--- src/rtl/psr_pkg.sv ---
// constants of the peripheral soft reset controller
// assumes a 25 MHz system clock and word-aligned Avalon-MM byte addresses
//
// Functional notes
// - group a writes masked by capability one
// - group b writes masked by capability two
// - both groups reset to all zeros
// - group a bit 24 resets bus controller
// - group a bit 16 resets converter zero
// - group a bit 6 resets sleep keeper
// - group a bit 3 resets watchdog
// - group b bits 25,24 reset comparators
// - group b bits 19..16 reset counters
// - group b bits 14,12 reset two-wire units
// - group b bits 5,4 reset sync serial
// - group b bits 1,0 reset async serial
// - unassigned bits read-only, read zero
// - group b at 0x044, group a 0x040
// - ungated unit disabled, access faults
package psr_pkg;

    ////////////////////////////////////////////////////////////////////////
    // addressing
    localparam int ADDR_W = 12;
    localparam logic [11:0] OFF_GROUP_A = 12'h040;
    localparam logic [11:0] OFF_GROUP_B = 12'h044;
    localparam logic [11:0] OFF_FAULT = 12'h050;

    ////////////////////////////////////////////////////////////////////////
    // reset values and implemented-field masks
    localparam logic [31:0] RESET_GROUP_A = 32'h00000000;
    localparam logic [31:0] RESET_GROUP_B = 32'h00000000;
    localparam logic [1:0] RESET_FAULT = 2'h0;
    localparam logic [31:0] FIELD_A = 32'h01010048;
    localparam logic [31:0] FIELD_B = 32'h030F5033;

    ////////////////////////////////////////////////////////////////////////
    // bit positions, group a
    localparam int BIT_BUSCTL0 = 24;
    localparam int BIT_CONV0 = 16;
    localparam int BIT_SLEEPK = 6;
    localparam int BIT_WDOG = 3;
    // bit positions, group b
    localparam int BIT_CMP1 = 25;
    localparam int BIT_CMP0 = 24;
    localparam int BIT_GPC0 = 16;
    localparam int BIT_TWI1 = 14;
    localparam int BIT_TWI0 = 12;
    localparam int BIT_SYNC1 = 5;
    localparam int BIT_SYNC0 = 4;
    localparam int BIT_ASYNC1 = 1;
    localparam int BIT_ASYNC0 = 0;
    // fault status bits
    localparam int FAULT_BIT_A = 0;
    localparam int FAULT_BIT_B = 1;

    ////////////////////////////////////////////////////////////////////////
    // avalon response codes
    localparam logic [1:0] RESP_OKAY = 2'h0;
    localparam logic [1:0] RESP_SLVERR = 2'h2;

endpackage

--- src/rtl/psr_bus_if.sv ---
// request path between the avalon front end and the register bank
// assumes both ends run on clk_sys
`timescale 1ns/1ps
interface psr_bus_if;
    logic valid;
    logic write;
    logic commit;
    logic [11:0] addr;
    logic [31:0] wdata;
    logic [3:0] be;
    logic [31:0] rdata;
    logic err;

    modport front (
        output valid, write, commit, addr, wdata, be,
        input rdata, err
    );
    modport regs (
        input valid, write, commit, addr, wdata, be,
        output rdata, err
    );
endinterface

--- src/rtl/psr_avs.sv ---
// avalon-mm slave front end with one wait state
// assumes a master that holds its request until waitrequest is low
`timescale 1ns/1ps
module psr_avs (
    input wire logic clk_sys,
    input wire logic reset_n,
    input wire logic [11:0] avs_address,
    input wire logic avs_read,
    input wire logic avs_write,
    input wire logic [31:0] avs_writedata,
    input wire logic [3:0] avs_byteenable,
    output logic [31:0] avs_readdata,
    output logic avs_waitrequest,
    output logic [1:0] avs_response,
    psr_bus_if.front bus
);

    logic wait_q;
    logic wait_d;
    logic [31:0] rdata_q;
    logic [31:0] rdata_d;
    logic [1:0] resp_q;
    logic [1:0] resp_d;
    wire req = avs_read | avs_write;
    wire launch = req & wait_q;

    ////////////////////////////////////////////////////////////////////////
    // request passes straight to the register bank
    assign bus.valid = req;
    assign bus.write = avs_write;
    assign bus.addr = avs_address;
    assign bus.wdata = avs_writedata;
    assign bus.be = avs_byteenable;
    assign bus.commit = req & ~wait_q; // edge where master sees wait low

    // next values: drop wait for one cycle after each new request
    assign wait_d = launch ? 1'b0 : 1'b1;
    assign rdata_d = launch ? (avs_read ? bus.rdata : 32'h00000000)
                            : rdata_q;
    assign resp_d = launch ? (bus.err ? psr_pkg::RESP_SLVERR
                                      : psr_pkg::RESP_OKAY) : resp_q;

    // answer registers
    always_ff @(posedge clk_sys) begin
        if (!reset_n) begin
            wait_q <= 1'b1;
            rdata_q <= 32'h00000000;
            resp_q <= psr_pkg::RESP_OKAY;
        end else begin
            wait_q <= wait_d;
            rdata_q <= rdata_d;
            resp_q <= resp_d;
        end
    end

    assign avs_waitrequest = wait_q;
    assign avs_readdata = rdata_q;
    assign avs_response = resp_q;

    ////////////////////////////////////////////////////////////////////////
    // wait state lasts exactly one cycle
    a_wait_one_cycle: assert property (
        @(posedge clk_sys) disable iff (!reset_n)
        launch |=> !avs_waitrequest ##1 avs_waitrequest)
        else $error("waitrequest not low for exactly one cycle");

endmodule

--- src/rtl/psr_top.sv ---
// peripheral soft reset controller: two reset groups, fault status
// assumes capability, clock gate and access inputs come from clk_sys logic
`timescale 1ns/1ps
module psr_top (
    input wire logic clk_sys,
    input wire logic reset_n,
    input wire logic [11:0] avs_address,
    input wire logic avs_read,
    input wire logic avs_write,
    input wire logic [31:0] avs_writedata,
    input wire logic [3:0] avs_byteenable,
    output logic [31:0] avs_readdata,
    output logic avs_waitrequest,
    output logic [1:0] avs_response,
    input wire logic [31:0] capability_word_one,
    input wire logic [31:0] capability_word_two,
    input wire logic [31:0] clock_gate_a,
    input wire logic [31:0] clock_gate_b,
    input wire logic [31:0] unit_access_a,
    input wire logic [31:0] unit_access_b,
    output logic [31:0] unit_clock_en_a,
    output logic [31:0] unit_clock_en_b,
    output logic unit_bus_fault,
    output logic bus_controller_zero_reset,
    output logic converter_zero_reset,
    output logic sleep_keeper_reset,
    output logic watchdog_reset,
    output logic comparator_one_reset,
    output logic comparator_zero_reset,
    output logic gp_counter_three_reset,
    output logic gp_counter_two_reset,
    output logic gp_counter_one_reset,
    output logic gp_counter_zero_reset,
    output logic twowire_one_reset,
    output logic twowire_zero_reset,
    output logic sync_serial_one_reset,
    output logic sync_serial_zero_reset,
    output logic async_serial_one_reset,
    output logic async_serial_zero_reset
);

    ////////////////////////////////////////////////////////////////////////
    // byte-lane merge limited to the bits allowed to change
    function automatic logic [31:0] merge_word(
        input logic [31:0] old_word,
        input logic [31:0] new_word,
        input logic [3:0] lanes,
        input logic [31:0] allowed
    );
        logic [31:0] m;
        m = {{8{lanes[3]}}, {8{lanes[2]}}, {8{lanes[1]}}, {8{lanes[0]}}};
        m = m & allowed;
        return (old_word & ~m) | (new_word & m);
    endfunction

    ////////////////////////////////////////////////////////////////////////
    // front end
    psr_bus_if bus ();

    psr_avs u_avs (
        .clk_sys(clk_sys),
        .reset_n(reset_n),
        .avs_address(avs_address),
        .avs_read(avs_read),
        .avs_write(avs_write),
        .avs_writedata(avs_writedata),
        .avs_byteenable(avs_byteenable),
        .avs_readdata(avs_readdata),
        .avs_waitrequest(avs_waitrequest),
        .avs_response(avs_response),
        .bus(bus.front)
    );

    ////////////////////////////////////////////////////////////////////////
    // state
    logic [31:0] group_a_q;
    logic [31:0] group_a_d;
    logic [31:0] group_b_q;
    logic [31:0] group_b_d;
    logic [1:0] fault_q;
    logic [1:0] fault_d;
    logic [31:0] clk_en_a_q;
    logic [31:0] clk_en_b_q;
    logic bus_fault_q;

    ////////////////////////////////////////////////////////////////////////
    // address decode
    // register offsets decoded
    wire hit_a = (bus.addr == psr_pkg::OFF_GROUP_A);
    wire hit_b = (bus.addr == psr_pkg::OFF_GROUP_B);
    wire hit_f = (bus.addr == psr_pkg::OFF_FAULT);
    wire wr_a = bus.commit & bus.write & hit_a;
    wire wr_b = bus.commit & bus.write & hit_b;
    wire wr_f = bus.commit & bus.write & hit_f;

    // read mux, unmapped addresses read zero and answer an error
    // unassigned bits read zero
    wire [31:0] rd_word = hit_a ? (group_a_q & psr_pkg::FIELD_A) :
                          hit_b ? (group_b_q & psr_pkg::FIELD_B) :
                          hit_f ? {30'h00000000, fault_q} :
                          32'h00000000;
    assign bus.rdata = rd_word;
    assign bus.err = ~(hit_a | hit_b | hit_f);

    ////////////////////////////////////////////////////////////////////////
    // next reset words, capability masks the writable bits
    // capability one masks group a
    wire [31:0] allow_a = capability_word_one & psr_pkg::FIELD_A;
    wire [31:0] allow_b = capability_word_two & psr_pkg::FIELD_B;
    assign group_a_d = wr_a ?
        merge_word(group_a_q, bus.wdata, bus.be, allow_a) : group_a_q;
    assign group_b_d = wr_b ?
        merge_word(group_b_q, bus.wdata, bus.be, allow_b) : group_b_q;

    ////////////////////////////////////////////////////////////////////////
    // gated-unit access detection
    // access to unclocked unit faults
    wire [31:0] bad_a = unit_access_a & ~clock_gate_a & psr_pkg::FIELD_A;
    wire [31:0] bad_b = unit_access_b & ~clock_gate_b & psr_pkg::FIELD_B;
    wire set_fa = |bad_a;
    wire set_fb = |bad_b;
    wire [1:0] fault_set = {set_fb, set_fa};
    wire [1:0] fault_clr = wr_f & bus.be[0] ? bus.wdata[1:0] : 2'h0;
    // write one to clear, a new fault in the same cycle wins
    assign fault_d = (fault_q & ~fault_clr) | fault_set;

    ////////////////////////////////////////////////////////////////////////
    // reset control registers
    // zero after system reset
    always_ff @(posedge clk_sys) begin
        if (!reset_n) begin
            group_a_q <= psr_pkg::RESET_GROUP_A;
            group_b_q <= psr_pkg::RESET_GROUP_B;
        end else begin
            group_a_q <= group_a_d;
            group_b_q <= group_b_d;
        end
    end

    // clock enables, fault pulse and sticky fault status
    always_ff @(posedge clk_sys) begin
        if (!reset_n) begin
            clk_en_a_q <= 32'h00000000;
            clk_en_b_q <= 32'h00000000;
            bus_fault_q <= 1'b0;
            fault_q <= psr_pkg::RESET_FAULT;
        end else begin
            clk_en_a_q <= clock_gate_a & psr_pkg::FIELD_A;
            clk_en_b_q <= clock_gate_b & psr_pkg::FIELD_B;
            bus_fault_q <= set_fa | set_fb;
            fault_q <= fault_d;
        end
    end

    assign unit_clock_en_a = clk_en_a_q;
    assign unit_clock_en_b = clk_en_b_q;
    assign unit_bus_fault = bus_fault_q;

    ////////////////////////////////////////////////////////////////////////
    // per-unit reset outputs, held while the bit is set
    // bit drives unit reset
    assign bus_controller_zero_reset = group_a_q[psr_pkg::BIT_BUSCTL0];
    assign converter_zero_reset = group_a_q[psr_pkg::BIT_CONV0];
    assign sleep_keeper_reset = group_a_q[psr_pkg::BIT_SLEEPK];
    assign watchdog_reset = group_a_q[psr_pkg::BIT_WDOG];
    assign comparator_one_reset = group_b_q[psr_pkg::BIT_CMP1];
    assign comparator_zero_reset = group_b_q[psr_pkg::BIT_CMP0];
    assign gp_counter_three_reset = group_b_q[psr_pkg::BIT_GPC0 + 3];
    assign gp_counter_two_reset = group_b_q[psr_pkg::BIT_GPC0 + 2];
    assign gp_counter_one_reset = group_b_q[psr_pkg::BIT_GPC0 + 1];
    assign gp_counter_zero_reset = group_b_q[psr_pkg::BIT_GPC0];
    assign twowire_one_reset = group_b_q[psr_pkg::BIT_TWI1];
    assign twowire_zero_reset = group_b_q[psr_pkg::BIT_TWI0];
    assign sync_serial_one_reset = group_b_q[psr_pkg::BIT_SYNC1];
    assign sync_serial_zero_reset = group_b_q[psr_pkg::BIT_SYNC0];
    assign async_serial_one_reset = group_b_q[psr_pkg::BIT_ASYNC1];
    assign async_serial_zero_reset = group_b_q[psr_pkg::BIT_ASYNC0];

    ////////////////////////////////////////////////////////////////////////
    // checks

    a_group_a_cap: assert property (
        @(posedge clk_sys) disable iff (!reset_n)
        wr_a |=> ((group_a_q ^ $past(group_a_q))
                  & ~$past(capability_word_one)) == 32'h00000000)
        else $error("group a bit changed without capability");

    a_group_b_cap: assert property (
        @(posedge clk_sys) disable iff (!reset_n)
        wr_b |=> ((group_b_q ^ $past(group_b_q))
                  & ~$past(capability_word_two)) == 32'h00000000)
        else $error("group b bit changed without capability");

    a_reset_zero: assert property (
        @(posedge clk_sys)
        !reset_n |=> group_a_q == 32'h00000000
                     && group_b_q == 32'h00000000 && !unit_bus_fault)
        else $error("reset words not zero after reset");

    a_busctl_bit: assert property (
        @(posedge clk_sys) disable iff (!reset_n)
        wr_a && bus.be[3] && capability_word_one[24]
        |=> bus_controller_zero_reset == $past(bus.wdata[24]))
        else $error("bus controller reset bit wrong");

    a_conv_bit: assert property (
        @(posedge clk_sys) disable iff (!reset_n)
        wr_a && bus.be[2] && capability_word_one[16]
        |=> converter_zero_reset == $past(bus.wdata[16]))
        else $error("converter reset bit wrong");

    a_sleepk_bit: assert property (
        @(posedge clk_sys) disable iff (!reset_n)
        wr_a && bus.be[0] && capability_word_one[6]
        |=> sleep_keeper_reset == $past(bus.wdata[6]))
        else $error("sleep keeper reset bit wrong");

    a_wdog_bit: assert property (
        @(posedge clk_sys) disable iff (!reset_n)
        wr_a && bus.be[0] && capability_word_one[3]
        |=> watchdog_reset == $past(bus.wdata[3]))
        else $error("watchdog reset bit wrong");

    a_cmp_bits: assert property (
        @(posedge clk_sys) disable iff (!reset_n)
        wr_b && bus.be[3] && (&capability_word_two[25:24])
        |=> {comparator_one_reset, comparator_zero_reset}
            == $past(bus.wdata[25:24]))
        else $error("comparator reset bits wrong");

    a_gpc_bits: assert property (
        @(posedge clk_sys) disable iff (!reset_n)
        wr_b && bus.be[2] && (&capability_word_two[19:16])
        |=> {gp_counter_three_reset, gp_counter_two_reset,
             gp_counter_one_reset, gp_counter_zero_reset}
            == $past(bus.wdata[19:16]))
        else $error("counter reset bits wrong");

    a_twi_bits: assert property (
        @(posedge clk_sys) disable iff (!reset_n)
        wr_b && bus.be[1] && capability_word_two[14]
        && capability_word_two[12]
        |=> twowire_one_reset == $past(bus.wdata[14])
            && twowire_zero_reset == $past(bus.wdata[12]))
        else $error("two-wire reset bits wrong");

    a_sync_bits: assert property (
        @(posedge clk_sys) disable iff (!reset_n)
        wr_b && bus.be[0] && (&capability_word_two[5:4])
        |=> {sync_serial_one_reset, sync_serial_zero_reset}
            == $past(bus.wdata[5:4]))
        else $error("sync serial reset bits wrong");

    a_async_bits: assert property (
        @(posedge clk_sys) disable iff (!reset_n)
        wr_b && bus.be[0] && (&capability_word_two[1:0])
        |=> {async_serial_one_reset, async_serial_zero_reset}
            == $past(bus.wdata[1:0]))
        else $error("async serial reset bits wrong");

    a_reserved_zero: assert property (
        @(posedge clk_sys) disable iff (!reset_n)
        (group_a_q & ~psr_pkg::FIELD_A) == 32'h00000000
        && (group_b_q & ~psr_pkg::FIELD_B) == 32'h00000000)
        else $error("reserved reset bit set");

    // read of offset 0x044 returns the group b word
    a_offset_read: assert property (
        @(posedge clk_sys) disable iff (!reset_n)
        bus.valid && !bus.write && bus.addr == 12'h044
        |-> rd_word == group_b_q && !bus.err)
        else $error("offset 0x044 does not read group b");

    // writes elsewhere leave group a alone
    a_offset_write: assert property (
        @(posedge clk_sys) disable iff (!reset_n)
        bus.commit && bus.addr != 12'h040 |=> $stable(group_a_q))
        else $error("group a changed by other offset");

    // clearing releases on the next clock
    a_release_next: assert property (
        @(posedge clk_sys) disable iff (!reset_n)
        wr_a && bus.be[0] && !bus.wdata[3] && watchdog_reset
        && capability_word_one[psr_pkg::BIT_WDOG]
        |=> !watchdog_reset)
        else $error("watchdog not released after clear");

    a_reset_hold: assert property (
        @(posedge clk_sys) disable iff (!reset_n)
        !bus.commit |=> $stable(group_a_q) && $stable(group_b_q))
        else $error("reset word changed without a write");

    // gated access raises fault pulse and status
    a_gated_fault: assert property (
        @(posedge clk_sys) disable iff (!reset_n)
        (set_fa || set_fb) |=> unit_bus_fault && (fault_q != 2'h0))
        else $error("gated access did not fault");

    // main scenarios
    c_set_busctl: cover property (
        @(posedge clk_sys) disable iff (!reset_n)
        wr_a ##1 bus_controller_zero_reset);
    c_masked_write: cover property (
        @(posedge clk_sys) disable iff (!reset_n)
        wr_b && bus.be[0] && bus.wdata[0] && !capability_word_two[0]);
    c_unmapped: cover property (
        @(posedge clk_sys) disable iff (!reset_n)
        bus.valid && bus.err);
    c_fault_clear_race: cover property (
        @(posedge clk_sys) disable iff (!reset_n)
        set_fa && fault_clr[0]);

endmodule

--- config.mk ---
export PLATFORM = sky130hd
export DESIGN_NAME = psr_top
export DESIGN_NICKNAME = d
export VERILOG_FILES = /design/src/rtl/psr_pkg.sv /design/src/rtl/psr_bus_if.sv /design/src/rtl/psr_avs.sv /design/src/rtl/psr_top.sv
export SDC_FILE = /design/constraint.sdc
export NUM_CORES = 1
export LEC_CHECK = 0
export BUFFER_PORTS_ARGS = -buffer_cell sky130_fd_sc_hd__buf_2
export CAP_MARGIN = 20
export CORE_AREA = 2 2 141 143
export DETAILED_ROUTE_END_ITERATION = 12
export DIE_AREA = 0 0 143 145
export SLEW_MARGIN = 10
export SYNTH_ARGS = -nofsm -noshare
export SYNTH_HDL_FRONTEND = slang
export SYNTH_SLANG_ARGS = --single-unit
--- constraint.sdc ---
create_clock -name clk_sys -period 2.5 [get_ports clk_sys]
set_input_delay 0.375 -clock clk_sys [delete_from_list [all_inputs] [get_ports clk_sys]]
set_output_delay 0.375 -clock clk_sys [all_outputs]
set_load 0.02 [all_outputs]
==> run metrics, run 1 <==
status complete, no violations; Top FF cell, synth dfxtp_1; post-synthesis simple-gate area fraction 24.1%; CTS tree yes; layout cells sized above 1 35.0%; Fmax 538 MHz; syn_area_per_cell 8.86 um2; commonest non-fill, non-tap cells in the layout buf_2, conb_1, dfxtp_1, nand2_1, nand3_1; Final GP Congestion 0.749; Post-synth EDFFs 0; RSZ-0062 raised after global routing no; boundary pin count 360; Psw 0.000545 W; max-cap viol count 0; CTS Sinks 51; post_cts resized 0; vias in the first global route 1865; H-tree depth 2; synth unique cells 36; first-pass iteration count of the detailed router 4; DRT antenna net count 0; crit path DAT 2.05 ns; Detailed Route WL 8950 um; clk root buf clkbuf_16; fin area 3520 um2; initial antenna violation count 1; Post-Synth Adder-Cell Area 0%; crit path time final 1.86 ns; final setup vio count 0; GRT Resource Usage Total 8.45%; # Post-CTS Setup Buffers 0; clk_skew 0.00756 ns; max incr delay on CP 0.69 ns; die area 20700 um2; Detailed Place HPWL 7310 um; power share of the clock group 42.5%; global-route wire length before repair 12400 um; P&R area growth vs syn 33.7%; dpl ws 0.307 ns; # nets final 669; Pwr Density 561 nW/um2; Tcrit/Tclk final 74.4%; Hold WS 0.278 ns; crit path cell chain buf_2, or4_1, or3_1, o41ai_1, a21boi_1; IO Port Bufs 130; Hold Vio Cnt, Final 0; worst min-delay path class primary input to flip-flop; Layout Utilization 18.3%; Rows 51; Sw Share 27.7%; Seq cells post-synth 51; XOR/XNOR share of the synthesized area 0%; Max stage delay cell, worst path or4_1; Post-synth ARST share 0%; 1st-iter DRT viols 49; Core Area 19200 um2; Post-Syn Instances 297; DR vias 2247; sequential share of power 42.6%; clock buffer depth 2; CP Max Fanout 6; cts hold-fix bufs 0; Chip Width 143 um; Slew Limit Fails 0; largest family of logic cells by synthesized area simple AND/OR/NAND/NOR gates; DRC Markers 0; CP Capture Type flip-flop; cell area after synthesis 2630 um2; final worst setup slack 0.640 ns; most common cell after layout, fill and taps aside buf_2; LEAKAGE 1.76 nW; vias per cell 3.25; Ys Warns 0; Clk Latency, worst-skew pair 0.30 ns; TNS Setup 0 ns; Post-DP Area 3340 um2; CTS Buf Count 5; sequential element share of the synthesized area 38.8%; initial cell density of the core 13.7%; Critical Path Source Type primary input; die height 145 um; compound-cell area share of the yosys netlist 7.47%; largest net degree at the start of global routing 45; worst ir drop on vdd 0.000203 V; Clk pin slew, worst setup/hold paths 0.08 ns; Remaining Overflow, GRT 0; post-DR wirelength/cell 12.9 um; mux contribution to synthesized area 6.85%; Worst EP required 2.69 ns; Internal Power 0.00143 W; Setup CP Type primary input to flip-flop; Comb power frac 14.9%
-- cells in the mapped netlist, types with 2 or more instances --
cell type  count  area [um2]
a22o_1         2        17.5
buf_2          2        10.0
o2111ai_1      3        26.3
dfxtp_1       51        1020
nor3_1         2        10.0
clkbuf_1      10        37.5
nor4_4         2        42.5
a21oi_1        2        10.0
inv_1          7        26.3
o21ai_1        3        15.0
buf_4         68         510
or4_4          2        22.5
nand2_1       37         139
and2_1        16         100
nor2b_1        8        50.1
nand4b_1       2        17.5
o41ai_1        2        17.5
nor2_1         2        7.51
nand2b_1      12        75.1
mux2i_1       18         180
a21boi_1       2        15.0
a22oi_1        8        60.1
nand3_1       23         115
-- path summary, 6_finish.rpt --
kind	from	endpoint	slack, ns	cells past startpoint
worst max-delay path	avs_address[9]	fault_q[1]	0.64	5
worst min-delay path	clock_gate_b[4]	unit_clock_en_b[4]	0.28	2
worst max register to register	u_avs.avs_waitrequest	flip-flop	0.89	5
worst min register to register	u_avs.avs_readdata[16]	u_avs.avs_readdata[16]	0.45	2
-- power groups by stage --
stage / combinational (W) / sequential, W / clock (W)
2_1_floorplan: 0.000238 / 0.000878 / 0
3_3_place_gp: 0.000297 / 0.000858 / 0
3_5_place_dp: 0.000298 / 0.000858 / 0
4_1_cts: 0.000298 / 0.000839 / 0.000884
5_1_grt: 0.000322 / 0.000842 / 0.000915
6_report: 0.000294 / 0.000840 / 0.000837
-- per-layer routing --
metal / vias up / share of wire (%) / global-route usage [%]
li1: 1114 / - / -
met1: 997 / 46 / 11.4
met2: 130 / 43 / 12.6
met3: 6 / 9.8 / 2.67
met4: 0 / 1.6 / 3.12
met5: - / 0 / 0
-- cell type report --
cell class,count,area [um2]
diodes,1,2.50
clock buffers,6,139
multi-input cells,224,1260
repair buffers,136,696
clock inverters,2,38.8
inverters,7,26.3
flip-flops and latches,51,1020
fillers,2176,15700
well taps,265,332
-- metrics by stage --
step / power (W) / std cells
global placement: 0.00116 / 683
CTS: 0.00202 / 691
global route: 0.00208 / 691
floorplan: 0.00112 / 363
detailed placement: 0.00116 / 683
finish: 0.00197 / 692
-- cell families after synthesis --
logic type             Yosys count
and+or+nand+nor                112
DFF                             51
AOI/OAI and AO/OA               27
muxes                           18
buffers and inverters           88
other                            1
-- critical path, delay by kind of cell --
kind | cells | cell delay [ns]
buffers and inverters | 1 | 0.09
AOI/OAI and AO/OA | 2 | 0.49
and+or+nand+nor | 2 | 1.09
(Power assumes the default switching activity.)
==> inputs of run 2 (changes only) <==
Settings changed: ABC_AREA set to 1.
Clock period 2.5 ns to 1.9 ns, I/O delays scaled along.
==> run 2 against run 1 <==
Effect of this change:
- sequential cell count unchanged
- via count increased by 24%
- non-clock buffer count decreased by 2
- routed wire length increased by 4.0%
- area after synthesis increased by 12%
- global-route usage increased by 0.33 points
- clock power increased by 30%
==> run metrics, run 2 <==
H-tree depth 2; CP Capture Type flip-flop; placed insts 799; initial cell density of the core 15.3%; CTS Buf Count 5; post_cts resized 0; Synth top cells by count nand2_1, buf_4, inv_1, dfxtp_1, nand4_1; Detailed Route WL 9310 um; Ys Warns 0; DR vias 2786; syn_area_per_cell 7.12 um2; max-cap viol count 0; Detailed Place HPWL 7380 um; Worst slew margin 65.6%; worst ir drop on vdd 0.000283 V; commonest non-fill, non-tap cells in the layout buf_2, nand2_1, conb_1, inv_1, dfxtp_1; largest net degree at the start of global routing 27; Post-synth EDFFs 0; DRT antenna net count 0; vias in the first global route 2576; compound-cell area share of the yosys netlist 6.27%; Critical Path Source Type flip-flop; Synth area leaders dfxtp_1, buf_4, nand2_1; CTS Sinks 51; Pwr Total 0.00262 W; largest family of logic cells by synthesized area simple AND/OR/NAND/NOR gates; Post-Synth Adder-Cell Area 0%; final setup vio count 0; LEAKAGE 2.15 nW; synth unique cells 24; 1st-iter DRT viols 75; mux contribution to synthesized area 0%; most common cell after layout, fill and taps aside buf_2; Slew Limit Fails 0; Post-synth ARST share 0%; count leader, synth nand2_1; Remaining Overflow, GRT 0; RSZ-0062 raised after global routing no; global-route wire length before repair 13800 um; Setup CP Type flip-flop to flip-flop; Fmax 723 MHz; die height 145 um; P&R area growth vs syn 29.6%; GRT Resource Usage Total 8.78%; crit path time final 1.38 ns; XOR/XNOR share of the synthesized area 0%; clock buffer depth 2; vias per cell 3.45; Reg area 1020 um2; # nets final 785; Post-Syn Instances 412; boundary pin count 360; DRC Markers 0; area occupied by multi-input gates 1340 um2; IO Port Bufs 130; Final GP Congestion 0.728; Slew @ Worst Pin 0.516 ns; initial antenna violation count 3; worst min-delay path class primary input to flip-flop; cts hold-fix bufs 0; Top FF cell, synth dfxtp_1; Clk Latency, worst-skew pair 0.29 ns; CP Max Fanout 11; sequential element share of the synthesized area 34.8%; cell area after synthesis 2930 um2; Chip Width 143 um; post-route insts no fill 808; Worst EP required 2.12 ns; Synth top area share 34.8%; Tcrit/Tclk final 72.8%; Rows 51; Hold Vio Cnt, Final 0; # Post-CTS Setup Buffers 0; Clk pin slew, worst setup/hold paths 0.07 ns; layout cells sized above 1 30.8%; crit path DAT 1.60 ns; post-synthesis simple-gate area fraction 30.7%; Seq cells post-synth 51; status complete, no violations; CTS tree yes; clk_skew 0.00827 ns; die area 20700 um2; fillers 2175; TNS Setup 0 ns; Core Area 19200 um2; Pwr Density 690 nW/um2; largest area contributor in the netlist dfxtp_1; post-DR wirelength/cell 11.5 um; first-pass iteration count of the detailed router 5; clk root buf clkbuf_16
## run 2: cell types whose count changed after synthesis, moves of 18 or more
cell	previous run	this run
a21oi_1	2	26
nor2_1	2	29
mux2i_1	18	0
nand4_1	0	30
nand2_1	37	91
inv_1	7	61
## run 2: critical path, stage by stage (launching register included)
cell and delay (ns):
dfxtp_1 0.48, o21ai_2 0.11, inv_2 0.23, nand2_1 0.12
nor2_1 0.16, nand2_1 0.08, a21oi_1 0.12
## run 2: cell families (layout without fill, tap and decap cells)
family | Yosys count | after routing
flip-flops | 51 | 51
other | 1 | 68
AND/OR/NAND/NOR | 180 | 180
AO/OA/AOI/OAI | 35 | 35
buffers and inverters | 145 | 209
## run 2: cell type report
type	count	share of cell area (%)
clock inverter	2	1.02
sequential	51	26.9
multi-input combinational	282	35.1
clock buffer	6	3.65
timing repair buffer	134	17.9
tap	265	8.72
antenna	1	0.0658
inverter	67	6.65
## run 2: routing by layer
layer  routed length (um)  vias up  GRT usage [%]
met5                   27        -              0
met4                   19        4           1.14
met3                  968        7           3.07
met2                 4530      153           15.6
li1                     -     1412              -
met1                 3770     1210           10.3
## run 2: where the power goes
part	leakage [nW]	total (W)	switching [W]	internal, W
clock network	0.0875	0.00109	0.000425	0.000663
registers	0.417	0.00110	0.0000104	0.00109
logic	1.64	0.000430	0.000313	0.000116
## run 2: worst paths after layout
| path | endpoint | from | slack, ns | cells after the start |
|---|---|---|---|---|
| max reg2reg | u_avs.avs_readdata[0] | u_avs.avs_waitrequest | 0.52 | 6 |
| min reg2reg | u_avs.avs_readdata[3] | u_avs.avs_readdata[3] | 0.46 | 2 |
| max | u_avs.avs_readdata[0] | u_avs.avs_waitrequest | 0.52 | 6 |
| min | unit_clock_en_b[17] | clock_gate_b[17] | 0.18 | 3 |
## run 2: metrics by stage
step           utilization (%)  setup slack (ns)  hold slack [ns]  area [um2]
2_1_floorplan                -             0.655            0.378        3180
3_3_place_gp              18.9             0.352            0.449        3620
3_5_place_dp              18.9             0.342            0.454        3620
4_1_cts                   19.8             0.516            0.168        3800
5_1_grt                   19.8             0.321            0.175        3800
6_report                  19.8             0.516            0.180        3800
